[src/scrl_defines.vh]
// Constants and register map of the synchrocheck release logic
// How it works
// - Slip is absolute bus minus line frequency
// - Synchronous only when all three limits hold
// - Mode selects grid or machine checking
// - Machine mode uses breaker closing time
// - Machine mode releases early by slip lead
// - Grid mode: same checks, no compensation
// - Bus from channels one-three, line fourth
// - Supervise manual, automatic or both closes
// - Enabled dead/live overrides release closing
// - External bypass releases regardless of check
`ifndef SCRL_DEFINES_VH
`define SCRL_DEFINES_VH
`define SCRL_ADDR_CTRL      4'h0
`define SCRL_ADDR_DV_LIM    4'h1
`define SCRL_ADDR_DF_LIM    4'h2
`define SCRL_ADDR_DP_LIM    4'h3
`define SCRL_ADDR_CLOSE_T   4'h4
`define SCRL_ADDR_LIVE_LIM  4'h5
`define SCRL_ADDR_DEAD_LIM  4'h6
`define SCRL_ADDR_STATUS    4'h7
`define SCRL_ADDR_IRQ_STAT  4'h8
`define SCRL_ADDR_IRQ_MASK  4'h9
`define SCRL_CTRL_EN        0
`define SCRL_CTRL_MODE      1
`define SCRL_CTRL_SUP_MAN   2
`define SCRL_CTRL_SUP_AUTO  3
`define SCRL_CTRL_LIVE_BUS_DEAD_LINE_EN   4
`define SCRL_CTRL_DEAD_BUS_LIVE_LINE_EN   5
`define SCRL_CTRL_DEAD_BUS_DEAD_LINE_EN   6
`define SCRL_CTRL_PH_LSB    7
`define SCRL_CTRL_RESET     16'h0000
`define SCRL_EVT_SYNC       0
`define SCRL_EVT_RELEASE    1
`define SCRL_EVT_BYPASS     2
`define SCRL_EVT_OVERRIDE   3
`endif

[src/scrl_top.v]
// Synchrocheck breaker close release with register port
`timescale 1ns/1ps
`include "scrl_defines.vh"
module scrl_top #(
	parameter W = 16
) (
	input  wire         clk,
	input  wire         rst_b,
	input  wire [3:0]   reg_addr,
	input  wire [15:0]  reg_wdata,
	input  wire         reg_wr,
	input  wire         reg_rd,
	output reg  [15:0]  reg_rdata,
	input  wire [W-1:0] bus_mag0,
	input  wire [W-1:0] bus_mag1,
	input  wire [W-1:0] bus_mag2,
	input  wire [W-1:0] bus_ang0,
	input  wire [W-1:0] bus_ang1,
	input  wire [W-1:0] bus_ang2,
	input  wire [W-1:0] bus_freq,
	input  wire [W-1:0] line_side_voltage,
	input  wire [W-1:0] line_ang,
	input  wire [W-1:0] line_freq,
	input  wire         manual_close_req,
	input  wire         auto_close_req,
	input  wire         ext_bypass_pin,
	output reg          close_release,
	output reg          sync_ok,
	output wire         irq
);
	reg  [1:0]   rst_sync_ff;
	wire         rst_n = rst_sync_ff[1];
	reg  [15:0]  ctrl_ff, dv_lim_ff, df_lim_ff, dp_lim_ff, close_t_ff, live_lim_ff, dead_lim_ff;
	reg  [3:0]   irq_stat_ff, irq_mask_ff;
	reg  [2:0]   byp_ff;
	reg          byp_st_ff;
	reg          sync_prev_ff, rel_prev_ff, byp_prev_ff, ovr_prev_ff;
	reg  [W-1:0] bmag, bang;
	wire         mode_mach = ctrl_ff[`SCRL_CTRL_MODE];
	wire [1:0]   ph_sel = ctrl_ff[`SCRL_CTRL_PH_LSB+1:`SCRL_CTRL_PH_LSB];

	function [W-1:0] absdiff;
		input [W-1:0] a;
		input [W-1:0] b;
		begin
			absdiff = (a > b) ? (a - b) : (b - a);
		end
	endfunction

	always @(posedge clk or negedge rst_b) begin
		if (!rst_b)
			rst_sync_ff <= 2'b00;
		else
			rst_sync_ff <= {rst_sync_ff[0], 1'b1};
	end

	// Bus phase chosen for comparison with the fourth channel
	always @* begin
		case (ph_sel)
		2'd1: begin bmag = bus_mag1; bang = bus_ang1; end
		2'd2: begin bmag = bus_mag2; bang = bus_ang2; end
		default: begin bmag = bus_mag0; bang = bus_ang0; end
		endcase
	end

	wire [W-1:0] dv = absdiff(bmag, line_side_voltage);
	wire [W-1:0] slip = absdiff(bus_freq, line_freq);
	// Angle in units of 2^W per turn; wrap to shortest distance
	wire [W-1:0] ang_raw = bang - line_ang;
	wire [W-1:0] ang_abs = ang_raw[W-1] ? (~ang_raw + 1'b1) : ang_raw;
	// Lead angle = slip times closing time; scaling left to software units
	wire [2*W-1:0] lead_full = slip * close_t_ff[W-1:0];
	wire [W-1:0] lead = (|lead_full[2*W-1:W]) ? {W{1'b1}} : lead_full[W-1:0];
	// Closing time only counts in machine mode
	wire [W-1:0] lead_used = mode_mach ? lead : {W{1'b0}};
	// Release early while angle closes within lead window
	wire [W:0]   ang_win = {1'b0, dp_lim_ff[W-1:0]} + {1'b0, lead_used};
	wire         ang_ok = {1'b0, ang_abs} <= ang_win;
	wire         sync_now = ctrl_ff[`SCRL_CTRL_EN] & (dv <= dv_lim_ff[W-1:0]) & (slip <= df_lim_ff[W-1:0])
	                        & ang_ok;

	wire bus_live  = bmag >= live_lim_ff[W-1:0];
	wire bus_dead  = bmag <= dead_lim_ff[W-1:0];
	wire line_live = line_side_voltage >= live_lim_ff[W-1:0];
	wire line_dead = line_side_voltage <= dead_lim_ff[W-1:0];
	wire ovr_now = (ctrl_ff[`SCRL_CTRL_LIVE_BUS_DEAD_LINE_EN] & bus_live & line_dead)
	             | (ctrl_ff[`SCRL_CTRL_DEAD_BUS_LIVE_LINE_EN] & bus_dead & line_live)
	             | (ctrl_ff[`SCRL_CTRL_DEAD_BUS_DEAD_LINE_EN] & bus_dead & line_dead);

	// Unsupervised request kinds pass without the check
	wire req_sup = (manual_close_req & ctrl_ff[`SCRL_CTRL_SUP_MAN]) | (auto_close_req & ctrl_ff[`SCRL_CTRL_SUP_AUTO]);
	wire req_free = (manual_close_req & ~ctrl_ff[`SCRL_CTRL_SUP_MAN]) | (auto_close_req & ~ctrl_ff[`SCRL_CTRL_SUP_AUTO]);
	// Bypass holder vouches for synchronism itself
	wire rel_now = req_free | byp_st_ff | (req_sup & (sync_now | ovr_now));

	wire [3:0] evt = {ovr_now & ~ovr_prev_ff, byp_st_ff & ~byp_prev_ff,
	                  rel_now & ~rel_prev_ff, sync_now & ~sync_prev_ff};
	wire stat_rd = reg_rd & (reg_addr == `SCRL_ADDR_IRQ_STAT);
	assign irq = |(irq_stat_ff & irq_mask_ff);

	always @(posedge clk or negedge rst_n) begin
		if (!rst_n) begin
			byp_ff        <= 3'b000;
			byp_st_ff     <= 1'b0;
			sync_prev_ff  <= 1'b0;
			rel_prev_ff   <= 1'b0;
			byp_prev_ff   <= 1'b0;
			ovr_prev_ff   <= 1'b0;
			sync_ok       <= 1'b0;
			close_release <= 1'b0;
			irq_stat_ff   <= 4'h0;
		end else begin
			byp_ff <= {byp_ff[1:0], ext_bypass_pin};
			if (byp_ff[1] == byp_ff[2])
				byp_st_ff <= byp_ff[2];
			sync_prev_ff  <= sync_now;
			rel_prev_ff   <= rel_now;
			byp_prev_ff   <= byp_st_ff;
			ovr_prev_ff   <= ovr_now;
			sync_ok       <= sync_now;
			close_release <= rel_now;
			// New events win over the read clear
			irq_stat_ff <= (stat_rd ? 4'h0 : irq_stat_ff) | evt;
		end
	end

	always @(posedge clk or negedge rst_n) begin
		if (!rst_n) begin
			ctrl_ff     <= `SCRL_CTRL_RESET;
			dv_lim_ff   <= 16'h0000;
			df_lim_ff   <= 16'h0000;
			dp_lim_ff   <= 16'h0000;
			close_t_ff  <= 16'h0000;
			live_lim_ff <= 16'hFFFF;
			dead_lim_ff <= 16'h0000;
			irq_mask_ff <= 4'h0;
			reg_rdata   <= 16'h0000;
		end else begin
			if (reg_wr) begin
				case (reg_addr)
				`SCRL_ADDR_CTRL:     ctrl_ff     <= reg_wdata;
				`SCRL_ADDR_DV_LIM:   dv_lim_ff   <= reg_wdata;
				`SCRL_ADDR_DF_LIM:   df_lim_ff   <= reg_wdata;
				`SCRL_ADDR_DP_LIM:   dp_lim_ff   <= reg_wdata;
				`SCRL_ADDR_CLOSE_T:  close_t_ff  <= reg_wdata;
				`SCRL_ADDR_LIVE_LIM: live_lim_ff <= reg_wdata;
				`SCRL_ADDR_DEAD_LIM: dead_lim_ff <= reg_wdata;
				`SCRL_ADDR_IRQ_MASK: irq_mask_ff <= reg_wdata[3:0];
				default: ;
				endcase
			end
			if (reg_rd) begin
				case (reg_addr)
				`SCRL_ADDR_CTRL:     reg_rdata <= ctrl_ff;
				`SCRL_ADDR_DV_LIM:   reg_rdata <= dv_lim_ff;
				`SCRL_ADDR_DF_LIM:   reg_rdata <= df_lim_ff;
				`SCRL_ADDR_DP_LIM:   reg_rdata <= dp_lim_ff;
				`SCRL_ADDR_CLOSE_T:  reg_rdata <= close_t_ff;
				`SCRL_ADDR_LIVE_LIM: reg_rdata <= live_lim_ff;
				`SCRL_ADDR_DEAD_LIM: reg_rdata <= dead_lim_ff;
				`SCRL_ADDR_STATUS:   reg_rdata <= {11'h000, ovr_now, byp_st_ff, close_release, sync_ok, mode_mach};
				`SCRL_ADDR_IRQ_STAT: reg_rdata <= {12'h000, irq_stat_ff};
				`SCRL_ADDR_IRQ_MASK: reg_rdata <= {12'h000, irq_mask_ff};
				default:             reg_rdata <= 16'h0000;
				endcase
			end else begin
				reg_rdata <= 16'h0000;
			end
		end
	end
endmodule

[config.mk]
export PLATFORM = sky130hd
export DESIGN_NAME = scrl_top
export DESIGN_NICKNAME = d
export VERILOG_FILES = /design/src/scrl_top.v
export VERILOG_INCLUDE_DIRS = /design/src
export SDC_FILE = /design/constraint.sdc
export NUM_CORES = 1
export LEC_CHECK = 0
export BUFFER_PORTS_ARGS = -buffer_cell sky130_fd_sc_hd__buf_4
export CAP_MARGIN = 25
export CORE_ASPECT_RATIO = 0.6
export CORE_MARGIN = 2
export CORE_UTILIZATION = 61
export DETAILED_ROUTE_END_ITERATION = 8
export PLACE_DENSITY = 0.81
export REMOVE_ABC_BUFFERS = 1
export SLEW_MARGIN = 20
export SYNTH_ARGS = -nofsm -noshare
export SYNTH_HDL_FRONTEND = slang
export SYNTH_SLANG_ARGS = --single-unit
[constraint.sdc]
create_clock -name clk -period 5.8 [get_ports clk]
set_clock_uncertainty 0.15 [all_clocks]
set_input_delay 1.74 -clock clk [delete_from_list [all_inputs] [get_ports clk]]
set_output_delay 1.74 -clock clk [all_outputs]
set_load 0.05 [all_outputs]
Word level (Yosys, flattened, before mapping)
Index checks and enable logic that the tools add are counted.
{"block": "word_totals", "regBits": 146, "input_bits": 187}
{"block": "classes", "reduce_logical": 11, "multipliers": 1, "n_addsub": 7, "muxes": 10, "eq_ne": 12, "magnitude_cmp": 9, "n_bitwise": 35}
{"operator": "case mux 16 bit (10 select lines)", "count": 1}
{"operator": "2-to-1 mux 16 bit", "count": 6}
{"operator": "subtractor 16 bit", "count": 5}
{"operator": "<= comparator 16 bit", "count": 4}
{"operator": "case mux 16 bit (2 select lines)", "count": 2}
{"operator": ">= comparator 16 bit", "count": 2}
{"operator": "> comparator 16 bit", "count": 2}
{"operator": "multiplier 16 x 16 -> 32 bit", "count": 1}
{"operator": "AND 1 bit", "count": 19}
{"operator": "adder 16 x 16 -> 17 bit", "count": 1}
{"operator": "<= comparator 16 x 17 -> 1 bit", "count": 1}
{"operator": "adder 16 x 1 -> 16 bit, second input constant", "count": 1}
{"operator": "== test 4 x 3 -> 1 bit, second input constant", "count": 4}
{"operator": "inverter 16 bit", "count": 1}
{"operator": "AND reduction 2 bit", "count": 8}
{"operator": "OR reduction 16 bit", "count": 1}
{"operator": "== test 4 x 2 -> 1 bit, second input constant", "count": 2}
{"operator": "== test 4 bit, second input constant", "count": 2}
{"operator": "bitwise OR 1 bit", "count": 7}
{"operator": "inverter 1 bit", "count": 6}
{"operator": "AND 4 bit", "count": 1}
{"operator": "== test 4 x 1 -> 1 bit, second input constant", "count": 1}
{"operator": "zero test 4 bit", "count": 1}
{"operator": "2-to-1 mux 4 bit", "count": 1}
{"operator": "5 further kinds", "count": 5}

Longest topological paths before layout
Gate-level depths: netlist of the first run.
{"block": "depth", "ltp_word": 14, "mapped_depth": 57, "mapped_depth_nobuf": 54}

Least setup slack after synthesis of the first run
Ideal clock, no wire load.
{"block": "synth_path", "kind": "input -> register", "startpoint": "in bus_freq[13]", "endpoint": "reg irq_stat_ff[1]", "required_ps": 5554, "slack_ps": -7677, "path_buffers": 3, "t_arrival_ps": 13231, "cell_stages": 52, "cell_sequence": "inv_1 ha_1 a21oi_1 o21ai_0 a2111oi_2 a21o_1 buf_4 o31ai_1 a32o_1 nand2b_1 xnor2_2 buf_2 nand2_1 fa_1 fa_1 fa_1 inv_1 fa_1 [... 16 more ...] inv_1 fa_1 nor2b_1 o31a_1 o41ai_1 o2111ai_1 a31o_2 a21oi_1 xor2_1 ha_1 a21o_1 a21oi_1 o21ai_0 a21o_1 nand3_1 o221ai_1 and3_1 o31ai_1"}
{"block": "synth_between", "elab_chain_len": 14, "elab_cells_between_ends": 18}
{"element": "from (decl)", "line_no": "scrl_top.v:20", "text": "input wire [W-1:0] bus_freq,"}
{"element": "subtractor 16 bit / > comparator 16 bit (equally long branches)", "line_no": "scrl_top.v:46", "text": "absdiff = (a > b) ? (a - b) : (b - a);"}
{"element": "2-to-1 mux 16 bit *", "line_no": "scrl_top.v:46"}
{"element": "multiplier 16 x 16 -> 32 bit", "line_no": "scrl_top.v:72", "text": "wire [2*W-1:0] lead_full = slip * close_t_ff[W-1:0];"}
{"element": "OR reduction 16 bit", "line_no": "scrl_top.v:73", "text": "wire [W-1:0] lead = (|lead_full[2*W-1:W]) ? {W{1'b1}} : lead_full[W-1:0];"}
{"element": "2-to-1 mux 16 bit", "line_no": "scrl_top.v:73"}
{"element": "2-to-1 mux 16 bit", "line_no": "scrl_top.v:75", "text": "wire [W-1:0] lead_used = mode_mach ? lead : {W{1'b0}};"}
{"element": "adder 16 x 16 -> 17 bit", "line_no": "scrl_top.v:77", "text": "wire [W:0] ang_win = {1'b0, dp_lim_ff[W-1:0]} + {1'b0, lead_used};"}
{"element": "<= comparator 16 x 17 -> 1 bit", "line_no": "scrl_top.v:78", "text": "wire ang_ok = {1'b0, ang_abs} <= ang_win;"}
{"element": "AND 1 bit *", "line_no": "scrl_top.v:79", "text": "wire sync_now = ctrl_ff[`SCRL_CTRL_EN] & (dv <= dv_lim_ff[W-1:0]) & (slip <= df_lim_ff[W-1:0])"}
{"element": "bitwise OR 1 bit *", "line_no": "scrl_top.v:94", "text": "wire rel_now = req_free | byp_st_ff | (req_sup & (sync_now | ovr_now));"}
{"element": "AND 1 bit *", "line_no": "scrl_top.v:94"}
{"element": "bitwise OR 1 bit *", "line_no": "scrl_top.v:94"}
{"element": "AND 1 bit *", "line_no": "scrl_top.v:97", "text": "rel_now & ~rel_prev_ff, sync_now & ~sync_prev_ff};"}
{"element": "bitwise OR 4 bit *", "line_no": "scrl_top.v:123", "text": "irq_stat_ff <= (stat_rd ? 4'h0 : irq_stat_ff) | evt;"}
{"element": "to (signal assigned)", "line_no": "scrl_top.v:123"}
{"element": "to (decl)", "line_no": "scrl_top.v:34", "text": "reg [3:0] irq_stat_ff, irq_mask_ff;"}
Every way passes the cells marked *; elsewhere a longest branch is shown, timed or not.
A chain may end at the register's enable or synchronous reset.

Worst setup path after layout of the first run
{"block": "layout_path", "startpoint": "in bus_freq[0]", "endpoint": "reg irq_stat_ff[1]"}
The elaborated chain is that of the path after synthesis.

==> results.sh, run 1 <==
export IMPL_status="complete, but fails checks"
export IMPL_violations="negative setup slack"
export IMPL_syn_avg_cell_area_um2=8.79
export IMPL_grt_max_degree=80
export IMPL_die_area_um2=39000
export IMPL_gr_total_overflow=0
export IMPL_boundaryPins=206
export IMPL_slew_violations=0
export IMPL_firstDrtPassIters=6
export IMPL_core_area_um2=36600
export IMPL_synthCells=2591
export IMPL_max_slew_margin=0.361
export IMPL_cts_buffers=17
export IMPL_synth_ff_type="dfrtp_1"
export IMPL_ant_nets=0
export IMPL_critPathLaunchType="input port"
export IMPL_grt_use_total=0.423
export IMPL_worst_ep_arrival_time_ns=13.64
export IMPL_fillers=2133
export IMPL_drv_cap=0
export IMPL_crit_type="input port to flip-flop"
export IMPL_cts_tree="yes"
export IMPL_antenna_found_initial=4
export IMPL_flow_area_growth_from_synthesis_pct=32.6
export IMPL_setup_viol=4
export IMPL_cp_max_fo=8
export IMPL_drc=0
export IMPL_ys_seq_elements=146
export IMPL_avgRoutedWirePerCell_um=22.7
export IMPL_worstPathRequired_ns=5.98
export IMPL_synth_simple_area_share=0.142
export IMPL_min_path_type="flip-flop to asynchronous set/reset pin"
export IMPL_synth_xor_area_frac=0.0326
export IMPL_place_congestion=0.994
export IMPL_hpwl_mm=63.8
export IMPL_synth_edff_count=0
export IMPL_wl_mm=84.7
export IMPL_drtIter0Drc=3104
export IMPL_synth_warnings=0
export IMPL_die_y_um=154
export IMPL_die_x_um=253
export IMPL_hold_viol_final=0
export IMPL_cts_max_level=4
export IMPL_synth_compound_area_share=0.164
export IMPL_vias=23374
export IMPL_ys_seq_area_frac=0.161
export IMPL_initial_core_util=0.623
export IMPL_max_freq_mhz=74.3
export IMPL_synthMuxAreaShare=0.0686
export IMPL_drive_gt1_frac=0.330
export IMPL_clock_latency_ns=0.44
export IMPL_grt_pass1_wl_mm=128
export IMPL_finalNetCount=3912
export IMPL_final_common_cell="buf_4"
export IMPL_layout_common_cells="680 x buf_4, 363 x inv_1, 280 x ha_1, 266 x nand2_1, 183 x fa_1"
export IMPL_tightest_slew_ns=0.956
export IMPL_cts_buffer_depth=2
export IMPL_io_buffers=205
export IMPL_synth_distinct_cells=87
export IMPL_critPathMaxStageDelay_ns=0.58
export IMPL_cp_slowest_cell="fa_2"
export IMPL_grt_pass1_vias=23707
export IMPL_syn_area_um2=22800
export IMPL_setup_slack_ns=-7.66
export IMPL_hold_buffers=0
export IMPL_ctsRootBufferMaster="clkbuf_16"
export IMPL_rows=54
export IMPL_vias_per_cell=6.26
export IMPL_post_route_util=0.826
export IMPL_clk_pin_slew_ns=0.06
export IMPL_synth_async_reset_ratio=1.00
export IMPL_end_kind="flip-flop"
export IMPL_fin_crit_ns=13.46
export IMPL_rsz0062_at_grt="yes"
export IMPL_synth_fa_ha_area_frac=0.348
export IMPL_finalCritPeriodShare=2.32
export IMPL_cts_sinks=146
export IMPL_synth_top_family_by_area="adder cells"
## flip-flops by register name, indices dropped and copies added, names as in the netlist, 2 cells and up
signal       count
byp_ff           3
close_t_ff      16
ctrl_ff         16
dead_lim_ff     16
df_lim_ff       16
dp_lim_ff       16
dv_lim_ff       16
irq_mask_ff      4
irq_stat_ff      4
live_lim_ff     16
reg_rdata       16
rst_sync_ff      2
## cell families after synthesis
| kind of cell | count (synthesis) |
|---|---|
| other | 1 |
| buffers and inverters | 489 |
| muxes | 141 |
| DFF | 146 |
| adders and majority gates | 514 |
| and+or+nand+nor | 663 |
| xor gates and xnor gates | 84 |
| AOI/OAI and AO/OA | 553 |
## cell type report
cell class / count / area, um2 / share of cell area
Clock inverter: 8 / 171 / 0.00568
Sequential cell: 146 / 3680 / 0.122
Timing Repair Buffer: 710 / 5560 / 0.184
Tap cell: 504 / 631 / 0.0209
Antenna cell: 4 / 10.0 / 0.000331
Multi-Input combinational cell: 1956 / 18200 / 0.603
Clock buffer: 24 / 502 / 0.0166
Inverter: 381 / 1440 / 0.0476
## worst paths after layout
check                                    start             end  slack, ns  depth (start not counted)
worst min register to register  rst_sync_ff[1]   reg_rdata[12]       0.08                          0
worst max-delay path               bus_freq[0]  irq_stat_ff[1]      -7.66                         55
worst max register to register  close_t_ff[12]  irq_stat_ff[1]      -4.50                         38
max in group asynchronous       rst_sync_ff[1]    dv_lim_ff[3]       3.92                          2
min in group clk                rst_sync_ff[0]  rst_sync_ff[1]       0.20                          0
worst min-delay path            rst_sync_ff[1]   reg_rdata[12]       0.08                          0
## worst max-delay path, delay by kind of cell
family | cells | cell delay (ns)
AOI/OAI and AO/OA | 24 | 4.53
adders and majority gates | 11 | 4.07
and+or+nand+nor | 8 | 1.68
buffers and inverters | 9 | 1.06
xor gates and xnor gates | 2 | 0.34
muxes | 1 | 0.16
## layer usage
metal  wire [um]  part of all wire  up-vias  GRT usage
li1            -                 -    10085          -
met1       33200              0.39    11270      0.566
met2       36600              0.43     1651      0.650
met3       11100              0.13      368      0.125
met4        3850             0.045        0      0.153
met5           0                 0        -     0.0161
## synthesized netlist by cell type, types with 5 or more instances
cell type | count | share of area
a211o_1 | 5 | 0.0019
a211oi_1 | 16 | 0.0053
a21o_1 | 53 | 0.017
a21oi_1 | 126 | 0.028
a221o_1 | 6 | 0.0026
a222oi_1 | 14 | 0.0062
a22oi_1 | 54 | 0.018
a31o_2 | 7 | 0.0027
a31oi_1 | 32 | 0.0088
a32oi_1 | 5 | 0.0019
and2_1 | 95 | 0.026
and3_1 | 11 | 0.0030
buf_2 | 14 | 0.0031
buf_4 | 7 | 0.0023
clkbuf_1 | 81 | 0.013
dfrtp_1 | 130 | 0.14
dfstp_2 | 16 | 0.018
fa_1 | 200 | 0.18
ha_1 | 313 | 0.17
inv_1 | 381 | 0.063
mux2_2 | 121 | 0.060
mux2i_1 | 20 | 0.0088
nand2_1 | 276 | 0.045
nand2b_1 | 19 | 0.0052
nand3_1 | 36 | 0.0079
nand3b_1 | 6 | 0.0020
nand4_1 | 33 | 0.0091
nor2_1 | 79 | 0.013
nor2b_1 | 38 | 0.010
nor3_1 | 33 | 0.0073
nor3b_1 | 5 | 0.0016
o211ai_1 | 19 | 0.0063
o21a_1 | 34 | 0.011
o21ai_0 | 98 | 0.022
o21ai_1 | 6 | 0.0013
o21bai_1 | 12 | 0.0040
o311ai_0 | 5 | 0.0019
o31ai_1 | 8 | 0.0026
o41ai_1 | 5 | 0.0019
or3_1 | 8 | 0.0022
xnor2_1 | 51 | 0.020
xor2_1 | 32 | 0.012
## per-stage QoR
step	std cells	worst slack (ns)	TNS, ns	hold WS (ns)	instance area [um2]
finish	3733	-7.66	-30.17	0.0819	30200
global route	3731	-7.84	-30.96	0.102	30200
CTS	3718	-6.85	-26.92	0.197	29700
detailed placement	3644	-8.22	-32.45	0.187	28000
global placement	3644	-7.86	-31.01	0.186	28000
floorplan	2483	-7.93	-31.03	0.181	22300
## timing repair
| action | 4_1_cts | 5_1_grt |
|---|---|---|
| resized for setup | 151 | 84 |
| cloned | 2 | 1 |
| pin swaps | 100 | 98 |
| setup endpoints to repair | 4 | 4 |
| setup buffers | 40 | 12 |
Power of run 1 is left out: the tool's default activity adds up to more than one toggle a clock period on the data nets, which glitch-free logic cannot reach.
==> inputs of run 2 (changes only) <==
--- a/config.mk
+++ b/config.mk
@@ -13,7 +13,6 @@
 export CORE_UTILIZATION = 61
 export DETAILED_ROUTE_END_ITERATION = 8
 export PLACE_DENSITY = 0.81
-export REMOVE_ABC_BUFFERS = 1
 export SLEW_MARGIN = 20
 export SYNTH_ARGS = -nofsm -noshare
 export SYNTH_HDL_FRONTEND = slang
==> run 2 against run 1 <==
- the flow still finishes with violations (negative setup slack)
- core utilization is 1.2 points higher
- first-iteration DRC count is 2.1% higher
- critical path depth is 1 higher
- flip-flop and latch count stayed put
- non-clock buffer count is 33 higher
- worst setup slack better by 0.029 ns
- critical endpoint unchanged
- largest cell class unchanged
==> results.sh, run 2 (synthesis results as in run 1) <==
export IMPL_status="complete, but fails checks"
export IMPL_violations="negative setup slack"
export IMPL_holdPathEnd="byp_ff[1]"
export IMPL_cts_sinks=146
export IMPL_antenna_found_initial=3
export IMPL_max_slew_margin=0.323
export IMPL_min_delay_start="byp_ff[0]"
export IMPL_rsz0062_at_grt="yes"
export IMPL_drc=0
export IMPL_die_y_um=154
export IMPL_timing_hold_ws_ns=0.216
export IMPL_hpwl_mm=63.6
export IMPL_critPathLaunchType="input port"
export IMPL_grt_pass1_vias=23706
export IMPL_cp_max_fo=6
export IMPL_dp_slack_ns=-7.84
export IMPL_worst_ep_arrival_time_ns=13.61
export IMPL_wl_mm=89.4
export IMPL_hold_viol_final=0
export IMPL_boundaryPins=206
export IMPL_worstPathRequired_ns=5.97
export IMPL_ctsRootBufferMaster="clkbuf_16"
export IMPL_tightest_slew_ns=1.01
export IMPL_finalCritPeriodShare=2.32
export IMPL_cts_tree="yes"
export IMPL_drive_gt1_frac=0.335
export IMPL_fin_crit_ns=13.44
export IMPL_r2r_setup_slack_ns=-4.43
export IMPL_cts_max_level=4
export IMPL_crit_type="input port to flip-flop"
export IMPL_grt_pass1_wl_mm=129
export IMPL_gr_total_overflow=0
export IMPL_setup_slack_ns=-7.64
export IMPL_max_freq_mhz=74.4
export IMPL_grt_use_total=0.428
export IMPL_die_area_um2=39000
export IMPL_firstDrtPassIters=7
export IMPL_initial_core_util=0.623
export IMPL_grt_max_degree=85
export IMPL_cts_buffers=17
export IMPL_timing_rr_end="irq_stat_ff[1]"
export IMPL_rr_startpoint="close_t_ff[12]"
export IMPL_place_congestion=1.00
export IMPL_io_buffers=205
export IMPL_layout_common_cells="696 x buf_4, 364 x inv_1, 276 x ha_1, 269 x nand2_1, 192 x fa_1"
export IMPL_cts_buffer_depth=2
export IMPL_end_kind="flip-flop"
export IMPL_final_common_cell="buf_4"
export IMPL_vias_per_cell=6.30
export IMPL_hold_depth=0
export IMPL_rows=54
export IMPL_drtIter0Drc=3168
export IMPL_hold_buffers=0
export IMPL_drv_cap=0
export IMPL_avgRoutedWirePerCell_um=23.7
export IMPL_ant_nets=0
export IMPL_r2r_cells=40
export IMPL_clk_pin_slew_ns=0.06
export IMPL_die_x_um=253
export IMPL_slew_violations=0
export IMPL_min_path_type="flip-flop to flip-flop"
export IMPL_core_area_um2=36600
export IMPL_finalNetCount=3945
export IMPL_cp_slowest_cell="fa_1"
export IMPL_flow_area_growth_from_synthesis_pct=34.5
export IMPL_critPathMaxStageDelay_ns=0.56
export IMPL_clock_latency_ns=0.46
export IMPL_synth_net_count=3291
export IMPL_tns_ns=-30.29
export IMPL_setup_viol=4
export IMPL_vias=23709
-- run 2: worst max-delay path by stage --
stage | startpoint | to | slack (ns) | cells past startpoint
3_5_place_dp | line_freq[0] | irq_stat_ff[1] | -7.84 | 55
4_1_cts | bus_freq[0] | irq_stat_ff[1] | -6.95 | 55
6_report | bus_freq[1] | irq_stat_ff[1] | -7.64 | 56
2_1_floorplan | bus_freq[8] | irq_stat_ff[1] | -6.93 | 52
5_1_grt | bus_freq[1] | irq_stat_ff[1] | -7.90 | 54
3_3_place_gp | line_freq[0] | irq_stat_ff[1] | -7.37 | 55
-- run 2: area by class of cell --
cell class                 count  area, um2
multi-input combinational   1956      18300
clock buffer                  17        425
timing repair buffer         743       5980
antenna                        2       5.00
tap                          504        631
inverter                     381       1450
sequential                   146       3680
clock inverter                15        170
fill                        2017       5910
-- run 2: timing repair --
action	4_1_cts	5_1_grt
setup endpoints to repair	4	4
pin swaps	91	88
gates cloned	1	0
resized for setup	99	82
setup buffers	50	29
-- run 2: stage by stage --
stage	cells	utilization	area, um2
after global placement	3651	0.780	28500
after floorplan	2591	-	23200
after global routing	3762	0.838	30600
after detailed placement	3651	0.780	28500
after CTS	3734	0.821	30000
final	3764	0.838	30600
-- run 2: routing by layer --
layer,track usage,share of wire,up-vias
li1,-,-,10160
met1,0.588,0.39,11278
met2,0.640,0.42,1805
met3,0.144,0.14,458
met4,0.132,0.054,8
met5,0,0.0022,-
-- run 2: critical path, delay by kind of cell --
| kind | cells | cell delay [ns] |
|---|---|---|
| fa+ha+maj | 11 | 4.16 |
| buf+inv | 12 | 1.45 |
| xor+xnor | 2 | 0.32 |
| compound gates | 16 | 3.41 |
| simple gates | 15 | 2.46 |
Power of run 2 is left out for the same reason.
